`config.mk`:
```
export PLATFORM = sky130hd
export DESIGN_NAME = eic_top
export DESIGN_NICKNAME = d
export VERILOG_FILES = /design/src/rtl/eic_pkg.sv /design/src/rtl/eic_top.sv /design/src/rtl/eic_lowdiv.sv /design/src/rtl/eic_filter.sv
export SDC_FILE = /design/constraint.sdc
export NUM_CORES = 1
export LEC_CHECK = 0
export BUFFER_PORTS_ARGS = -buffer_cell sky130_fd_sc_hd__buf_2
export CORE_MARGIN = 2
export CORE_UTILIZATION = 30
export CTS_BUF_LIST = sky130_fd_sc_hd__clkbuf_4 sky130_fd_sc_hd__clkbuf_8
export DETAILED_ROUTE_END_ITERATION = 12
export GPL_ROUTABILITY_DRIVEN = 0
export RECOVER_POWER = 100
export SLEW_MARGIN = 20
export SYNTH_ARGS = -nofsm -noshare
export SYNTH_HDL_FRONTEND = slang
export SYNTH_SLANG_ARGS = --single-unit
export TNS_END_PERCENT = 10
```
`constraint.sdc`:
```
create_clock -name clock_i -period 2.7 [get_ports clock_i]
set_input_delay 0.135 -clock clock_i [delete_from_list [all_inputs] [get_ports clock_i]]
set_output_delay 0.135 -clock clock_i [all_outputs]
set_load 0.01 [all_outputs]
```
`src/rtl/eic_pkg.sv`:
```
/*
 * Constants and types of the external interrupt input conditioner.
 * Assumes a single 100 MHz high-frequency clock; the low-frequency clock is an enable pulse.
 */
package eic_pkg;

    // Clock rates
    localparam int FC_HZ = 100_000_000;
    localparam int FS_HZ = 32_768;
    localparam int FS_DIV = FC_HZ / FS_HZ;

    // Number of external interrupt inputs
    localparam int NUM_IRQ = 5;

    // Noise rejection bounds in high-clock periods, and the chosen stable counts
    localparam int AE_REJECT_FC = 2;
    localparam int AE_ACCEPT_FC = 7;
    localparam int AE_THRESH = (AE_REJECT_FC + AE_ACCEPT_FC + 1) / 2;
    localparam int B_SHORT_REJECT_FC = 15;
    localparam int B_SHORT_ACCEPT_FC = 49;
    localparam int B_SHORT_THRESH = (B_SHORT_REJECT_FC + B_SHORT_ACCEPT_FC) / 2;
    localparam int B_LONG_REJECT_FC = 63;
    localparam int B_LONG_ACCEPT_FC = 193;
    localparam int B_LONG_THRESH = (B_LONG_REJECT_FC + B_LONG_ACCEPT_FC) / 2;
    localparam int CD_REJECT_FC = 7;
    localparam int CD_ACCEPT_FC = 25;
    localparam int CD_THRESH = (CD_REJECT_FC + CD_ACCEPT_FC) / 2;
    // In slow or sleep mode: reject under 1 fs, accept from 3.5 fs; count stable fs samples
    localparam int SLOW_THRESH = 2;
    localparam int FILT_CW = 8;

    // Register indices; byte address is four times the index
    localparam logic [7:0] CTRL_IDX = 8'h37;
    localparam logic [7:0] STAT_IDX = 8'h38;
    localparam logic [7:0] MASK_IDX = 8'h39;
    localparam logic [7:0] MSTR_IDX = 8'h3a;

    // Field positions of ext_irq_control
    localparam int NOISE_SEL_BIT = 7;
    localparam int FUNC_SEL_BIT = 6;
    localparam int EDGE_D_BIT = 3;
    localparam int EDGE_C_BIT = 2;
    localparam int EDGE_B_BIT = 1;
    // Field positions of the own registers
    localparam int STAT_LVL_LSB = 8;
    localparam int MSTR_EN_BIT = 0;
    localparam int ALT_D_BIT = 1;
    localparam int ALT_E_BIT = 2;

    // AXI responses
    localparam logic [1:0] RESP_OKAY = 2'h0;
    localparam logic [1:0] RESP_SLVERR = 2'h2;

    // Filtered level after reset: pins idle high
    localparam logic LVL_RESET = 1'h1;

    typedef struct packed {
        logic noise_time_select;
        logic pin_func_select;
        logic edge_sel_d;
        logic edge_sel_c;
        logic edge_sel_b;
    } eic_ctrl_s;

    localparam eic_ctrl_s CTRL_RESET = '0;

endpackage

```
`src/rtl/eic_top.sv`:
```
/*
 * External interrupt input conditioner: five filtered pins, edge detection,
 * sticky interrupt latches with enables, and an AXI4-Lite register slave.
 * Assumes pins synchronous to clock_i and one AXI master.
 */

`timescale 1ns/1ps
`default_nettype none

module eic_top #(
    parameter int AW = 12,
    parameter int LOW_DIV = eic_pkg::FS_DIV
) (
    // Clock and reset
    input wire logic clock_i,
    input wire logic sys_rst_i,
    // Pins and system mode
    input wire logic [eic_pkg::NUM_IRQ-1:0] irq_pin_i,
    input wire logic slow_mode_i,
    // Port side of the shared pin and interrupt
    output logic shared_port_pin_o,
    output logic irq_o,
    // AXI4-Lite write
    input wire logic [AW-1:0] s_axi_awaddr,
    input wire logic s_axi_awvalid,
    output logic s_axi_awready,
    input wire logic [31:0] s_axi_wdata,
    input wire logic [3:0] s_axi_wstrb,
    input wire logic s_axi_wvalid,
    output logic s_axi_wready,
    output logic [1:0] s_axi_bresp,
    output logic s_axi_bvalid,
    input wire logic s_axi_bready,
    // AXI4-Lite read
    input wire logic [AW-1:0] s_axi_araddr,
    input wire logic s_axi_arvalid,
    output logic s_axi_arready,
    output logic [31:0] s_axi_rdata,
    output logic [1:0] s_axi_rresp,
    output logic s_axi_rvalid,
    input wire logic s_axi_rready
);

    localparam int N = eic_pkg::NUM_IRQ;
    localparam int CW = eic_pkg::FILT_CW;

    if (AW < 10)
    begin : g_bad_aw
        $error("eic_top: AW must cover the register indices");
    end
    if (eic_pkg::B_LONG_THRESH >= (1 << CW))
    begin : g_bad_cw
        $error("eic_top: filter counter too narrow");
    end

    // Low-clock enable and filters
    logic fs_tick;
    logic [N-1:0] lvl;
    logic [CW-1:0] thr [N];
    eic_pkg::eic_ctrl_s ctrl_r;
    eic_pkg::eic_ctrl_s ctrl_nxt;

    eic_lowdiv #(
        .DIV(LOW_DIV)
    ) u_lowdiv (
        .clock_i(clock_i),
        .sys_rst_i(sys_rst_i),
        .tick_o(fs_tick)
    );

    always_comb
    begin
        if (slow_mode_i)
        begin
            for (int i = 0; i < N; i++)
            begin
                thr[i] = CW'(eic_pkg::SLOW_THRESH);
            end
        end
        else
        begin
            thr[0] = CW'(eic_pkg::AE_THRESH);
            thr[4] = CW'(eic_pkg::AE_THRESH);
            thr[1] = ctrl_r.noise_time_select ? CW'(eic_pkg::B_SHORT_THRESH)
                                              : CW'(eic_pkg::B_LONG_THRESH);
            thr[2] = CW'(eic_pkg::CD_THRESH);
            thr[3] = CW'(eic_pkg::CD_THRESH);
        end
    end

    genvar g;
    generate
        for (g = 0; g < N; g++)
        begin : g_filt
            eic_filter #(
                .CW(CW)
            ) u_filt (
                .clock_i(clock_i),
                .sys_rst_i(sys_rst_i),
                .pin_i(irq_pin_i[g]),
                .tick_i(slow_mode_i ? fs_tick : 1'b1),
                .thresh_i(thr[g]),
                .level_o(lvl[g])
            );
        end
    endgenerate

    // Edge detection on filtered levels
    logic [N-1:0] lvl_d_r;
    logic [N-1:0] fall;
    logic [N-1:0] rise;
    logic [N-1:0] evt;

    always_comb
    begin
        fall = lvl_d_r & ~lvl;
        rise = ~lvl_d_r & lvl;
        evt[0] = fall[0] & ctrl_r.pin_func_select;
        evt[1] = ctrl_r.edge_sel_b ? fall[1] : rise[1];
        evt[2] = ctrl_r.edge_sel_c ? fall[2] : rise[2];
        evt[3] = ctrl_r.edge_sel_d ? fall[3] : rise[3];
        evt[4] = fall[4];
    end

    // Register state
    logic [N-1:0] stat_r;
    logic [N-1:0] stat_nxt;
    logic [N-1:0] mask_r;
    logic [N-1:0] mask_nxt;
    logic master_r;
    logic master_nxt;
    logic alt_d_r;
    logic alt_d_nxt;
    logic alt_e_r;
    logic alt_e_nxt;
    logic irq_r;
    logic irq_nxt;
    logic port_r;
    logic port_nxt;
    logic [N-1:0] w1c;
    logic [N-1:0] en_eff;

    // Bus state
    logic awready_r;
    logic awready_nxt;
    logic wready_r;
    logic wready_nxt;
    logic bvalid_r;
    logic bvalid_nxt;
    logic [1:0] bresp_r;
    logic [1:0] bresp_nxt;
    logic arready_r;
    logic arready_nxt;
    logic rvalid_r;
    logic rvalid_nxt;
    logic [1:0] rresp_r;
    logic [1:0] rresp_nxt;
    logic [31:0] rdata_r;
    logic [31:0] rdata_nxt;
    logic wr_go;
    logic lane0;

    function automatic logic hit(input logic [AW-1:0] a, input logic [7:0] idx);
        hit = (a == AW'({idx, 2'b00}));
    endfunction

    // Write channel: both address and data must be present, then one response
    always_comb
    begin
        wr_go = s_axi_awvalid & s_axi_wvalid & ~awready_r & ~bvalid_r;
        awready_nxt = wr_go;
        wready_nxt = wr_go;
        bvalid_nxt = bvalid_r;
        bresp_nxt = bresp_r;
        if (awready_r)
        begin
            bvalid_nxt = 1'b1;
            bresp_nxt = (hit(s_axi_awaddr, eic_pkg::CTRL_IDX) | hit(s_axi_awaddr, eic_pkg::STAT_IDX) |
                         hit(s_axi_awaddr, eic_pkg::MASK_IDX) | hit(s_axi_awaddr, eic_pkg::MSTR_IDX))
                        ? eic_pkg::RESP_OKAY : eic_pkg::RESP_SLVERR;
        end
        else if (bvalid_r & s_axi_bready)
        begin
            bvalid_nxt = 1'b0;
        end
    end

    // Register writes happen in the cycle the address and data are taken
    always_comb
    begin
        lane0 = awready_r & s_axi_wstrb[0];
        ctrl_nxt = ctrl_r;
        mask_nxt = mask_r;
        master_nxt = master_r;
        alt_d_nxt = alt_d_r;
        alt_e_nxt = alt_e_r;
        w1c = '0;
        if (lane0 & hit(s_axi_awaddr, eic_pkg::CTRL_IDX))
        begin
            ctrl_nxt.noise_time_select = s_axi_wdata[eic_pkg::NOISE_SEL_BIT];
            ctrl_nxt.pin_func_select = s_axi_wdata[eic_pkg::FUNC_SEL_BIT];
            ctrl_nxt.edge_sel_d = s_axi_wdata[eic_pkg::EDGE_D_BIT];
            ctrl_nxt.edge_sel_c = s_axi_wdata[eic_pkg::EDGE_C_BIT];
            ctrl_nxt.edge_sel_b = s_axi_wdata[eic_pkg::EDGE_B_BIT];
        end
        if (lane0 & hit(s_axi_awaddr, eic_pkg::STAT_IDX))
        begin
            w1c = s_axi_wdata[N-1:0];
        end
        if (lane0 & hit(s_axi_awaddr, eic_pkg::MASK_IDX))
        begin
            mask_nxt = s_axi_wdata[N-1:0];
        end
        if (lane0 & hit(s_axi_awaddr, eic_pkg::MSTR_IDX))
        begin
            master_nxt = s_axi_wdata[eic_pkg::MSTR_EN_BIT];
            alt_d_nxt = s_axi_wdata[eic_pkg::ALT_D_BIT];
            alt_e_nxt = s_axi_wdata[eic_pkg::ALT_E_BIT];
        end
    end

    // Latches, request and shared port
    always_comb
    begin
        stat_nxt = (stat_r & ~w1c) | evt;
        en_eff = mask_r & {~alt_e_r, ~alt_d_r, 3'b111};
        irq_nxt = master_r & |(stat_nxt & en_eff);
        port_nxt = ctrl_r.pin_func_select ? port_r : irq_pin_i[0];
    end

    // Read channel
    always_comb
    begin
        arready_nxt = s_axi_arvalid & ~arready_r & ~rvalid_r;
        rvalid_nxt = rvalid_r;
        rresp_nxt = rresp_r;
        rdata_nxt = rdata_r;
        if (arready_r)
        begin
            rvalid_nxt = 1'b1;
            rresp_nxt = eic_pkg::RESP_OKAY;
            rdata_nxt = 32'h0;
            if (hit(s_axi_araddr, eic_pkg::CTRL_IDX))
            begin
                rdata_nxt[eic_pkg::NOISE_SEL_BIT] = ctrl_r.noise_time_select;
                rdata_nxt[eic_pkg::FUNC_SEL_BIT] = ctrl_r.pin_func_select;
                rdata_nxt[eic_pkg::EDGE_D_BIT] = ctrl_r.edge_sel_d;
                rdata_nxt[eic_pkg::EDGE_C_BIT] = ctrl_r.edge_sel_c;
                rdata_nxt[eic_pkg::EDGE_B_BIT] = ctrl_r.edge_sel_b;
            end
            else if (hit(s_axi_araddr, eic_pkg::STAT_IDX))
            begin
                rdata_nxt[N-1:0] = stat_r;
                rdata_nxt[eic_pkg::STAT_LVL_LSB +: N] = lvl;
            end
            else if (hit(s_axi_araddr, eic_pkg::MASK_IDX))
            begin
                rdata_nxt[N-1:0] = mask_r;
            end
            else if (hit(s_axi_araddr, eic_pkg::MSTR_IDX))
            begin
                rdata_nxt[eic_pkg::MSTR_EN_BIT] = master_r;
                rdata_nxt[eic_pkg::ALT_D_BIT] = alt_d_r;
                rdata_nxt[eic_pkg::ALT_E_BIT] = alt_e_r;
            end
            else
            begin
                rresp_nxt = eic_pkg::RESP_SLVERR;
            end
        end
        else if (rvalid_r & s_axi_rready)
        begin
            rvalid_nxt = 1'b0;
        end
    end

    always_ff @(posedge clock_i)
    begin
        if (sys_rst_i)
        begin
            ctrl_r <= eic_pkg::CTRL_RESET;
            stat_r <= '0;
            mask_r <= '0;
            master_r <= 1'b0;
            alt_d_r <= 1'b0;
            alt_e_r <= 1'b0;
            irq_r <= 1'b0;
            port_r <= eic_pkg::LVL_RESET;
            lvl_d_r <= {N{eic_pkg::LVL_RESET}};
            awready_r <= 1'b0;
            wready_r <= 1'b0;
            bvalid_r <= 1'b0;
            bresp_r <= eic_pkg::RESP_OKAY;
            arready_r <= 1'b0;
            rvalid_r <= 1'b0;
            rresp_r <= eic_pkg::RESP_OKAY;
            rdata_r <= 32'h0;
        end
        else
        begin
            ctrl_r <= ctrl_nxt;
            stat_r <= stat_nxt;
            mask_r <= mask_nxt;
            master_r <= master_nxt;
            alt_d_r <= alt_d_nxt;
            alt_e_r <= alt_e_nxt;
            irq_r <= irq_nxt;
            port_r <= port_nxt;
            lvl_d_r <= lvl;
            awready_r <= awready_nxt;
            wready_r <= wready_nxt;
            bvalid_r <= bvalid_nxt;
            bresp_r <= bresp_nxt;
            arready_r <= arready_nxt;
            rvalid_r <= rvalid_nxt;
            rresp_r <= rresp_nxt;
            rdata_r <= rdata_nxt;
        end
    end

    assign irq_o = irq_r;
    assign shared_port_pin_o = port_r;
    assign s_axi_awready = awready_r;
    assign s_axi_wready = wready_r;
    assign s_axi_bvalid = bvalid_r;
    assign s_axi_bresp = bresp_r;
    assign s_axi_arready = arready_r;
    assign s_axi_rvalid = rvalid_r;
    assign s_axi_rresp = rresp_r;
    assign s_axi_rdata = rdata_r;

endmodule

`default_nettype wire

```
`src/rtl/eic_lowdiv.sv`:
```
/*
 * Divider that makes the low-frequency clock as a one-cycle enable pulse.
 * Assumes the high-frequency clock and a synchronous active-high reset.
 */
`timescale 1ns/1ps
`default_nettype none

module eic_lowdiv #(
    parameter int DIV = eic_pkg::FS_DIV
) (
    // Clock and reset
    input wire logic clock_i,
    input wire logic sys_rst_i,
    // Low-clock enable
    output logic tick_o
);

    // Refuse divisors that the 16-bit counter cannot serve
    if (DIV < 2 || DIV > 65536)
    begin : g_bad_div
        $error("eic_lowdiv: DIV must be 2 to 65536");
    end

    logic [15:0] cnt_r;
    logic [15:0] cnt_nxt;
    logic tick_r;
    logic tick_nxt;

    always_comb
    begin
        tick_nxt = 1'b0;
        cnt_nxt = cnt_r + 16'h1;
        if (cnt_r == 16'(DIV - 1))
        begin
            cnt_nxt = 16'h0;
            tick_nxt = 1'b1;
        end
    end

    always_ff @(posedge clock_i)
    begin
        if (sys_rst_i)
        begin
            cnt_r <= 16'h0;
            tick_r <= 1'b0;
        end
        else
        begin
            cnt_r <= cnt_nxt;
            tick_r <= tick_nxt;
        end
    end

    assign tick_o = tick_r;

endmodule

`default_nettype wire

```
`src/rtl/eic_filter.sv`:
```
/*
 * Digital noise filter for one interrupt pin: the output follows the input only
 * after the input has differed from it for thresh_i consecutive counted cycles.
 * Assumes the pin is synchronous to the clock.
 */
`timescale 1ns/1ps
`default_nettype none

module eic_filter #(
    parameter int CW = eic_pkg::FILT_CW
) (
    // Clock and reset
    input wire logic clock_i,
    input wire logic sys_rst_i,
    // Pin and setting
    input wire logic pin_i,
    input wire logic tick_i,
    input wire logic [CW-1:0] thresh_i,
    // Filtered level
    output logic level_o
);

    logic [CW-1:0] cnt_r;
    logic [CW-1:0] cnt_nxt;
    logic level_r;
    logic level_nxt;

    always_comb
    begin
        cnt_nxt = cnt_r;
        level_nxt = level_r;
        if (pin_i == level_r)
        begin
            cnt_nxt = '0;
        end
        else if (tick_i)
        begin
            // A changed threshold acts on the very next counted cycle
            if (cnt_r + 1'b1 >= thresh_i)
            begin
                level_nxt = pin_i;
                cnt_nxt = '0;
            end
            else
            begin
                cnt_nxt = cnt_r + 1'b1;
            end
        end
    end

    always_ff @(posedge clock_i)
    begin
        if (sys_rst_i)
        begin
            cnt_r <= '0;
            level_r <= eic_pkg::LVL_RESET;
        end
        else
        begin
            cnt_r <= cnt_nxt;
            level_r <= level_nxt;
        end
    end

    assign level_o = level_r;

endmodule

`default_nettype wire

```
# Yosys cells after proc, flatten, opt, wreduce, memory -nomap -nowiden
# Index checks and enable logic that the tools add are counted.
[classes] addsub=6 mul=0 div_mod_pow=0 magnitude_cmp=5 n_eq_ne=14 n_shift=0 mux=32 n_bitwise=37 n_reduce_logical=14
[op_table] op="12-bit by 8-bit == test with 1-bit output, second input constant" n=8
[op_table] op="8-bit two-way mux" n=6
[op_table] op="8-bit by 1-bit adder with 8-bit output, second input constant" n=5
[op_table] op="35-bit two-way mux" n=1
[op_table] op="8-bit greater-or-equal comparator" n=4
[op_table] op="5-bit AND" n=4
[op_table] op="5-bit two-way mux" n=4
[op_table] op="16-bit by 1-bit adder with 16-bit output, second input constant" n=1
[op_table] op="16-bit by 12-bit == test with 1-bit output, second input constant" n=1
[op_table] op="3-bit AND reduction" n=5
[op_table] op="1-bit AND" n=14
[op_table] op="2-bit two-way mux" n=7
[op_table] op="2-bit OR reduction" n=6
[op_table] op="1-bit two-way mux" n=11
[op_table] op="1-bit inverter" n=11
[op_table] op="5-bit inverter" n=2
[op_table] op="3-bit two-way mux" n=3
[op_table] op="8-bit by 3-bit greater-or-equal comparator with 1-bit output" n=1
[op_table] op="1-bit == test" n=5
[op_table] op="5-bit OR" n=1
[op_table] op="5-bit OR reduction" n=1
[op_table] op="4-bit AND" n=1
[op_table] op="4-bit inverter" n=1
[op_table] op="2-bit nonzero test" n=2
[op_table] op="1-bit OR" n=3
[totals] reg_bits=107 latchBits=0 ramBits=0 mem_bits_ro=0 in_bits=73 output_inout_bits=43 elab_cells=140 memories=0

# Longest topological paths before layout
# Gate-level depths: netlist of the first run.
[depth] depth_word=9 ltp_mapped=11 mapped_depth_nobuf=11

# Modules after synthesis
# From an unflattened synthesis of the first run, not the netlist that was laid out.
[unflattened] cells_unflattened=748 area_unflattened_um2=6332.3
[by_module_without_submodules] module="eic_filter" instances=5 cells_per_inst=85 area_each_um2=690.7
[by_module_without_submodules] module="eic_top" instances=1 cells_per_inst=237 area_each_um2=2075.7
[by_module_without_submodules] module="eic_lowdiv" instances=1 cells_per_inst=86 area_each_um2=803.3

# Worst setup path before layout of the first run
# OpenSTA, ideal clock, no wires.
[synth_timing] kind="register -> register" from="reg g_filt[3].u_filt.cnt_r[0]" to="reg g_filt[3].u_filt.cnt_r[0]" setup_ns=0.086 t_arrival_ns=2.276 required_time_ns=2.614 slack_ns=0.338 path_stages_with_launch=11 n_path_buf=0 period_less_slack_ns=2.362 path_cell_list="dfxtp_1 -> ha_1 -> nand3_1 -> or2_2 -> nand2_1 -> ha_1 -> o21a_1 -> o22ai_1 -> o211ai_1 -> or3_1 -> a211oi_1"
[synth_via] elab_chain_cells=3
[synth_lines] element="from (decl)" line="eic_filter.sv:23" text="logic [CW-1:0] cnt_r;"
[synth_lines] element="from (signal assigned)" line="eic_filter.sv:60" text="cnt_r <= cnt_nxt;"
[synth_lines] element="8-bit by 1-bit adder with 8-bit output (*)" line="eic_filter.sv:39, eic_filter.sv:46"
[synth_lines] element="8-bit greater-or-equal comparator" line="eic_filter.sv:39" text="if (cnt_r + 1'b1 >= thresh_i)"
[synth_lines] element="8-bit two-way mux (*)" line="eic_filter.sv:39"
# Every way passes the cells marked *; elsewhere a longest branch is shown, timed or not.
# A chain may end at the register's enable or synchronous reset.

# Worst setup path after layout of the first run
[layout_timing] from="reg g_filt[1].u_filt.cnt_r[0]" to="reg g_filt[1].u_filt.level_r"
[layout_via] elab_chain_cells=3
[layout_lines] element="from (decl)" line="eic_filter.sv:23"
[layout_lines] element="from (signal assigned)" line="eic_filter.sv:60"
[layout_lines] element="8-bit by 1-bit adder with 8-bit output" line="eic_filter.sv:39"
[layout_lines] element="8-bit greater-or-equal comparator" line="eic_filter.sv:39"
[layout_lines] element="3-bit AND reduction (no source line)"
[layout_lines] element="to (signal assigned)" line="eic_filter.sv:56" text="level_r <= eic_pkg::LVL_RESET;"
[layout_lines] element="to (signal assigned)" line="eic_filter.sv:61" text="level_r <= level_nxt;"
[layout_lines] element="to (decl)" line="eic_filter.sv:25" text="logic level_r;"
# Every way passes these cells.

==> results of run 1 <==
-- Yosys cell counts (8+ instances only) --
cell type    n
nor2_1      80
o21ai_0     10
nand2_1     49
nand4_1      9
or2_2        9
clkbuf_1    14
nor4_1       8
xnor2_1     13
nor3_1      13
nand2b_1    16
and2_1      18
nor2b_1     14
nand3_1     24
mux2i_1     18
inv_1       17
ha_1        20
dfxtp_1    105
a21oi_1     27
xor2_1      21
buf_4       23
-- logic make-up after synthesis --
| group | synth area share, % |
|---|---|
| buf+inv | 5.98 |
| compound gates | 12.9 |
| other cells | 0.0717 |
| xor+xnor | 5.70 |
| mux | 3.66 |
| simple gates | 26.7 |
| flops | 40.2 |
| fa+ha+maj | 4.79 |
-- repair_timing --
| item | in CTS | in global routing |
|---|---|---|
| endpoints found under the setup margin | 0 | 2 |
| hold buffers | 7 | 0 |
| resized for setup | 0 | 1 |
| hold endpoints to repair | 6 | 0 |
-- cell type report --
cell class              instances  area (sq um)
fillers                      1847         11200
multi-input cells             464          2890
flip-flops and latches        105          2100
repair buffers                 90           483
well taps                     225           282
clock buffers                  12           159
inverters                      17          63.8
clock inverters                 4          32.5
-- flip-flops by register name, indices dropped and copies added (netlist names) --
signal and flops:
stat_r 5, alt_d_r 1, master_r 1, g_filt.u_filt.cnt_r 40
s_axi_arready 1, mask_r 5, s_axi_wready 1, alt_e_r 1
u_lowdiv.cnt_r 16, ctrl_r 5, s_axi_rdata 12, g_filt.u_filt.level_o 5
s_axi_bvalid 1, s_axi_rvalid 1, shared_port_pin_o 1, u_lowdiv.tick_o 1
irq_o 1, s_axi_rresp 1, s_axi_bresp 1, lvl_d_r 5
-- cell usage in the layout (no fill, tap or decap), types with 10 or more instances in the layout --
master / instances
clkbuf_1: 26
xor2_1: 21
ha_1: 19
and2_0: 14
conb_1: 22
o21ai_0: 10
nor2b_1: 14
mux2i_1: 18
dfxtp_1: 105
buf_2: 44
a21oi_1: 27
xnor2_1: 13
clkbuf_8: 11
nor3_1: 13
nand2b_1: 16
buf_4: 11
nand2_1: 49
nor2_1: 80
nand3_1: 24
inv_1: 17
-- report_power, final --
part           switching (W)  leakage (nW)  internal [W]  total (W)
logic               0.000155          1.42      0.000115   0.000270
clock network       0.000541        0.0930      0.000403   0.000944
registers          0.0000293         0.850       0.00158    0.00161
-- tightest hold or removal path, delay by kind of cell --
| family | cells | cell delay [ps] |
|---|---|---|
| simple gates | 1 | 70 |
| mux | 1 | 70 |
| buf+inv | 1 | 120 |
-- path summary, 6_finish.rpt --
check | from | end
max | g_filt[1].u_filt.cnt_r[0] | g_filt[1].u_filt.level_o
min | s_axi_wdata[1] | alt_d_r
max reg2reg | g_filt[1].u_filt.cnt_r[0] | g_filt[1].u_filt.level_o
min reg2reg | s_axi_bvalid | s_axi_wready
-- metal layers --
layer	share of wire, %	wire length (um)
met5	0	0
met3	5.5	610
met1	50	5550
met4	1.0	111
met2	44	4860
-- through the flow --
step | hold WS, ps | std cells | setup slack (ps) | area [sq um]
2_1_floorplan | 254 | 629 | 338 | 5310
3_3_place_gp | 374 | 894 | 239 | 5800
3_5_place_dp | 373 | 894 | 228 | 5800
4_1_cts | 14.5 | 917 | 200 | 6060
5_1_grt | 21.0 | 917 | 0.702 | 6010
6_report | 36.7 | 917 | 193 | 6010
==> impl_metrics.ini, run 1 <==
[outcome]
status = completed

[worst_setup_path]
worst-path-stages = 9
crit_family = compound AO/OA/AOI/OAI gates
start_kind = register
critPathRequiredTime_ps = 3020
worstPathCellList = nand3_1 -> nor2_1 -> clkbuf_4 -> xor2_1 -> ha_1 -> a2111o_1 -> and2_0 -> o31ai_1 -> mux2i_1
cpMaxStageDelayCell = dfxtp_1
worst-path-buf-inv = 1
cp_max_fo = 5
critPathMaxStageDelay_ps = 400
worst_ep_arrival_time_ps = 2830
reg2regPathDepth = 9
end_kind = register
critical_path_class = register to register
r2r_slack_ps = 190

[global_route]
grt_pass1_vias = 3896
grt_first_pass_wirelength_um = 18300
grt_max_degree = 28
grt_overflow = 0
use_met1_pct = 16.2
grt_antenna_before_repair = 0
grtUsageTotal_pct = 12.2
busiest_layer = met2
grtUsageMet2_pct = 19.5
met3_usage_pct = 3.28

[detailed_routing]
first_iter_violations = 228
vias = 4298
antenna_left = 0
via_per_inst = 4.69
dr.pass1.iters = 4
drcViolationCount = 0
wire_per_inst_um = 12.1
wl_um = 11100

[floorplanning]
core_sq_um = 17200
start_util_pct = 30.4
die-area_sq_um = 18500
ioPinCount = 116
die_y_um = 136
fp.dieW_um = 136
fp-row-count = 48

[timing]
fin_crit_sh_pct = 92.9
setup_viol = 0
rsz0062_at_grt = false
final_hold_viol_count = 0
timing.fmax_mhz = 399
slew_headroom_pct = 18.9
fin_skew_ps = 12.1
tns_ps = 0
finalCriticalPeriod_ps = 2510
worstMarginPinSlew_ps = 1210
slew_violations = 0

[logic_synthesis]
syn_avg_cell_area_sq_um = 8.60
syn_area_sq_um = 5230
synth.distinct_cells = 62
synth-seq-cells = 105
synth-edff-count = 0
ys_seq_area_share_pct = 40.2
synth.top_cell.area_share_pct = 40.2
ys_warn_count = 0
async_flop_share_pct = 0
synthCells = 608
yosys.area.top_type = dfxtp_1
synth_top_flop_cell = dfxtp_1
synthTopCellsByArea = dfxtp_1 (40%), nor2_1 (5.7%), ha_1 (4.8%)

[hold_path]
holdPathStages = 3
hp-class = primary input to register

[final_layout]
synthToLayoutAreaGrowth_pct = 14.9
drive_gt1_share_pct = 13.4
antenna_cells = 0
layout.nets = 780
postLayoutCoreUtil_pct = 35.0

[power]
p_total_w = 0.00282
p_per_area_nw_per_um2 = 469
ir_worst_vdd_mv = 0.219
leakagePower_nw = 2.36

[job]
maxCapViolCount = 0

[clock_tree]
clockBufferDepth = 2
cts_tree = built
clkLatencyLatePin_ps = 380
clk_pin_slew_ps = 100
numCtsBuffers = 9
cts_root_buf = clkbuf_8
h-tree-depth = 3
postCtsSetupRepairBufs = 0
cts.sinks = 105

[placement]
dp.final_hpwl_um = 8210
portBuffers = 65
Note: power is estimated with default switching activity, not from simulation.
==> inputs of run 2 (changes only) <==
CORE_UTILIZATION = 45   (was 30)
PLACE_DENSITY = 0.68   (was not set)
==> impl_metrics.ini, run 2 (same netlist as run 1, synthesis figures left out) <==
[global_route]
grt_first_pass_wirelength_um = 18500
grt_pass1_vias = 4159
grt_max_degree = 32
grtUsageTotal_pct = 17.6
grt_overflow = 0
grt_antenna_before_repair = 0

[detailed_routing]
antenna_left = 0
wl_um = 10800
drcViolationCount = 0
dr.pass1.iters = 4
via_per_inst = 5.31
vias = 4391
wire_per_inst_um = 13.0
first_iter_violations = 246

[hold_path]
hp-start = irq_pin_i[0]
min_to = g_filt[0].u_filt.level_o
holdPathStages = 3
hp-class = primary input to register

[worst_setup_path]
r2r_slack_ps = 160
critPathRequiredTime_ps = 2970
worst-path-buf-inv = 0
r2r-start = g_filt[1].u_filt.cnt_r[0]
cpMostUsedCell = nand3_1
reg2regPathDepth = 10
critical_path_class = register to register
worstPathCellList = nand3_1 -> nor2_1 -> nand3_1 -> xnor2_1 -> ha_1 -> nand2_1 -> a311o_1 -> a2bb2oi_2 -> and3_1 -> a221o_1
crit_family = simple AND/OR/NAND/NOR gates
cp_max_fo = 7
start_kind = register
worst_ep_arrival_time_ps = 2810
end_kind = register
r2r_end = g_filt[1].u_filt.cnt_r[3]
cpMaxStageDelayCell = dfxtp_1
critPathMaxStageDelay_ps = 410

[outcome]
status = completed

[placement]
dp.final_hpwl_um = 7940
placed_area_sq_um = 5650
portBuffers = 65
dp_slack_ps = 94.2
placed_cells = 805

[final_layout]
final_cell_mix = dfxtp_1 (103), nor2_1 (80), nand2_1 (49)
drive_gt1_share_pct = 13.3
fin_area_sq_um = 5870
nFillCells = 1095
largest_reg_flops = 40
antenna_cells = 0
postLayoutCoreUtil_pct = 51.6
layout_commonest_cell = dfxtp_1
layout.nets = 772
top_register = g_filt.u_filt.cnt_r
synthToLayoutAreaGrowth_pct = 12.3
fin_cells = 827

[clock_tree]
h-tree-depth = 3
cts.sinks = 105
clk_pin_slew_ps = 100
clockBufferDepth = 2
cts_root_buf = clkbuf_8
cts_tree = built
numCtsBuffers = 9
clkLatencyLatePin_ps = 370

[timing]
setup_viol = 0
rsz0062_at_grt = false
fin_ws_ps = 159
fin_skew_ps = 17.0
finalCriticalPeriod_ps = 2540
final_hold_viol_count = 0
timing.fmax_mhz = 393
worstMarginPinSlew_ps = 1060
slew_violations = 0
fin_crit_sh_pct = 94.1
tns_ps = 0
slew_headroom_pct = 28.9

[floorplanning]
die_y_um = 112
ioPinCount = 116
fp.dieW_um = 112
fp-row-count = 39
start_util_pct = 46.0
core_sq_um = 11400
die-area_sq_um = 12500

[power]
p_per_area_nw_per_um2 = 482
leakagePower_nw = 2.35
ir_worst_vdd_mv = 0.283

[job]
maxCapViolCount = 0
-- run 2: cell types whose count changed in the layout (fill, tap and decap cells not counted), sizes merged --
cell	delta
inv	-1
clkbuf	-5
buf	-4
clkinvlp	-2
dlygate4sd3	-1
clkinv	+5
-- run 2: how the worst max path moves through the flow --
stage / slack, ps / endpoint / from / cells after the start
4_1_cts: 60 / g_filt[1].u_filt.cnt_r[3] / g_filt[1].u_filt.cnt_r[2] / 8
3_5_place_dp: 90 / g_filt[1].u_filt.cnt_r[3] / g_filt[1].u_filt.cnt_r[2] / 8
6_report: 160 / g_filt[1].u_filt.cnt_r[3] / g_filt[1].u_filt.cnt_r[0] / 10
5_1_grt: 10 / g_filt[1].u_filt.level_o / g_filt[1].u_filt.cnt_r[0] / 8
3_3_place_gp: 160 / g_filt[1].u_filt.cnt_r[3] / g_filt[1].u_filt.cnt_r[2] / 10
2_1_floorplan: 340 / g_filt[3].u_filt.cnt_r[0] / g_filt[3].u_filt.cnt_r[0] / 10
-- run 2: what timing repair did --
item | in CTS | in global routing
hold endpoints to repair | 5 | 0
setup endpoints to repair | 0 | 13
resized for setup | 0 | 5
setup buffers | 0 | 0
hold buffers | 6 | 0
-- run 2: report_power, final --
part	switching (W)	internal (W)
logic	0.000154	0.000114
registers	0.0000294	0.00158
clock network	0.000573	0.000382
-- run 2: routing by layer --
| metal | global-route usage (%) | share of wire [%] | vias to the layer above |
|---|---|---|---|
| li1 | - | - | 2224 |
| met2 | 30.3 | 47 | 104 |
| met4 | 5.68 | 1.3 | 0 |
| met1 | 22.1 | 46 | 2052 |
| met3 | 3.54 | 4.8 | 11 |
| met5 | 0 | 0 | - |
-- run 2: stage by stage --
step	power (W)	hold slack, ps
finish	0.00283	34.0
global route	0.00298	50.8
detailed placement	0.00191	377
CTS	0.00288	17.2
floorplan	0.00183	254
global placement	0.00190	367
-- run 2: cell type report --
| cell class | count | area [sq um] | area share [%] |
|---|---|---|---|
| repair buffers | 82 | 428 | 7.29 |
| inverters | 17 | 63.8 | 1.09 |
| clock inverters | 6 | 62.6 | 1.07 |
| flip-flops and latches | 105 | 2100 | 35.8 |
| well taps | 143 | 179 | 3.05 |
| multi-input cells | 464 | 2900 | 49.3 |
| clock buffers | 10 | 138 | 2.34 |
-- run 2: tightest hold or removal path, cell delays in order --
cell	delay (ps)
buf_2	110
nand2_1	50
nand3b_1	70
==> inputs of run 3 (changes only) <==
HOLD_SLACK_MARGIN = 0.15   (was not set)
REMOVE_ABC_BUFFERS = 1   (was not set)
==> impl_metrics.ini, run 3 (same netlist as run 1, synthesis figures left out) <==
[outcome]
status = completed

[floorplanning]
fp.dieW_um = 112
fp-row-count = 39
die-area_sq_um = 12500
ioPinCount = 116
core_sq_um = 11400
start_util_pct = 46.0
die_y_um = 112

[detailed_routing]
wire_per_inst_um = 13.2
first_iter_violations = 239
drcViolationCount = 0
vias = 4401
dr.pass1.iters = 4
via_per_inst = 5.24
antenna_left = 0
wl_um = 11100

[power]
seqPwrFrac_pct = 55.5
p_sw_w = 0.000734
clock_power_share_pct = 34.7
swShare_pct = 25.4
combPwrFrac_pct = 9.8
ir_worst_vdd_mv = 0.461
internal_power_w = 0.00216
leakagePower_nw = 2.38
p_per_area_nw_per_um2 = 483

[clock_tree]
cts.sinks = 105
h-tree-depth = 3
cts_tree = built
clockBufferDepth = 2
cts_root_buf = clkbuf_8
numCtsBuffers = 9
clkLatencyLatePin_ps = 380
clk_pin_slew_ps = 100

[timing]
fin_skew_ps = 9.91
final_hold_viol_count = 0
tns_ps = 0
slew_violations = 0
setup_viol = 0
worstMarginPinSlew_ps = 1460
fin_crit_sh_pct = 93.8
finalCriticalPeriod_ps = 2530
timing.fmax_mhz = 395
slew_headroom_pct = 2.86

[worst_setup_path]
end_kind = register
start_kind = register
worst_ep_arrival_time_ps = 2840
reg2regPathDepth = 8
critical_path_class = register to register
critPathRequiredTime_ps = 3010
r2r_slack_ps = 170
crit_path_start = g_filt[1].u_filt.cnt_r[2]
r2r_end = g_filt[1].u_filt.level_o
cp_max_fo = 7
r2r-start = g_filt[1].u_filt.cnt_r[2]

[final_layout]
fin_area_sq_um = 5990
layout_commonest_cell = dfxtp_1
drive_gt1_share_pct = 12.8
top_register = g_filt.u_filt.cnt_r
synthToLayoutAreaGrowth_pct = 14.5
largest_reg_flops = 40
layout.nets = 785
antenna_cells = 0
final_cell_mix = dfxtp_1 (103), nor2_1 (80), nand2_1 (49)

[hold_path]
min_to = s_axi_bvalid
hp-class = primary input to register
holdPathStages = 2
hp-start = sys_rst_i

[global_route]
grt_max_degree = 37
grt_antenna_before_repair = 0
grt_overflow = 0
grt_pass1_vias = 4163
grt_first_pass_wirelength_um = 18800
grtUsageTotal_pct = 18.3

[placement]
portBuffers = 65
dp.final_hpwl_um = 7950
placed_area_sq_um = 5640

[job]
maxCapViolCount = 0
[run 3: changes by cell type in the layout (fill, tap and decap cells not counted), sizes merged]
cell / change
dlygate4sd3: +13
buf: -4
clkbuf: +4
clkinv: -3
bufinv: +1
clkinvlp: +1
inv: +1
[run 3: worst max path at each step]
| stage | end | slack, ps | depth (start not counted) |
|---|---|---|---|
| 6_report | g_filt[1].u_filt.level_o | 170 | 8 |
| 5_1_grt | g_filt[1].u_filt.level_o | -4 | 8 |
| 4_1_cts | g_filt[1].u_filt.cnt_r[3] | 30 | 8 |
| 3_5_place_dp | g_filt[1].u_filt.cnt_r[3] | 70 | 8 |
| 3_3_place_gp | g_filt[1].u_filt.cnt_r[3] | 150 | 8 |
| 2_1_floorplan | g_filt[3].u_filt.cnt_r[0] | 340 | 10 |
[run 3: metrics by stage]
stage          util [%]  power, W  std cells  worst slack, ps  hold slack (ps)
2_1_floorplan         -   0.00179        586              338              204
3_3_place_gp       49.6   0.00190        804              148              368
3_5_place_dp       49.6   0.00190        804             70.8              371
4_1_cts            53.0   0.00294        839             34.1              161
5_1_grt            52.7   0.00305        840            -4.48              179
6_report           52.7   0.00289        840              166              188
[run 3: power groups by stage]
stage	clock network, W	logic (W)	registers [W]
finish	0.00100	0.000282	0.00160
global route	0.00112	0.000317	0.00161
detailed placement	0	0.000263	0.00164
CTS	0.00105	0.000287	0.00160
floorplan	0	0.000146	0.00164
global placement	0	0.000257	0.00164
[run 3: critical path, cell delays in order (launching register included)]
cell and delay (ps):
dfxtp_2 410, nand3_1 180, nor2_1 210, xor2_1 250, ha_1 290, a2111o_1 420, and2_0 190, o31ai_1 320
mux2i_1 210
[run 3: final cells by class]
class | instances | area (sq um)
Tap cell | 143 | 179
Fill cell | 1082 | 5380
Multi-Input combinational cell | 464 | 2890
Inverter | 17 | 63.8
Clock inverter | 6 | 65.1
Clock buffer | 10 | 138
Timing Repair Buffer | 95 | 544
Sequential cell | 105 | 2100
[run 3: repair_timing]
item | in CTS | in global routing
endpoints found under the setup margin | 0 | 13
buffers inserted | 0 | 1
endpoints found under the hold margin | 32 | 0
hold buffers | 19 | 0
resized for setup | 0 | 5
[run 3: routing by layer]
metal  global-route usage (%)  up-vias  routed length (um)
li1                         -     2260                   -
met4                     5.27        0                 116
met3                     5.06       11                 666
met1                     22.3     2026                5190
met5                        0        -                   0
met2                     31.6      104                5110
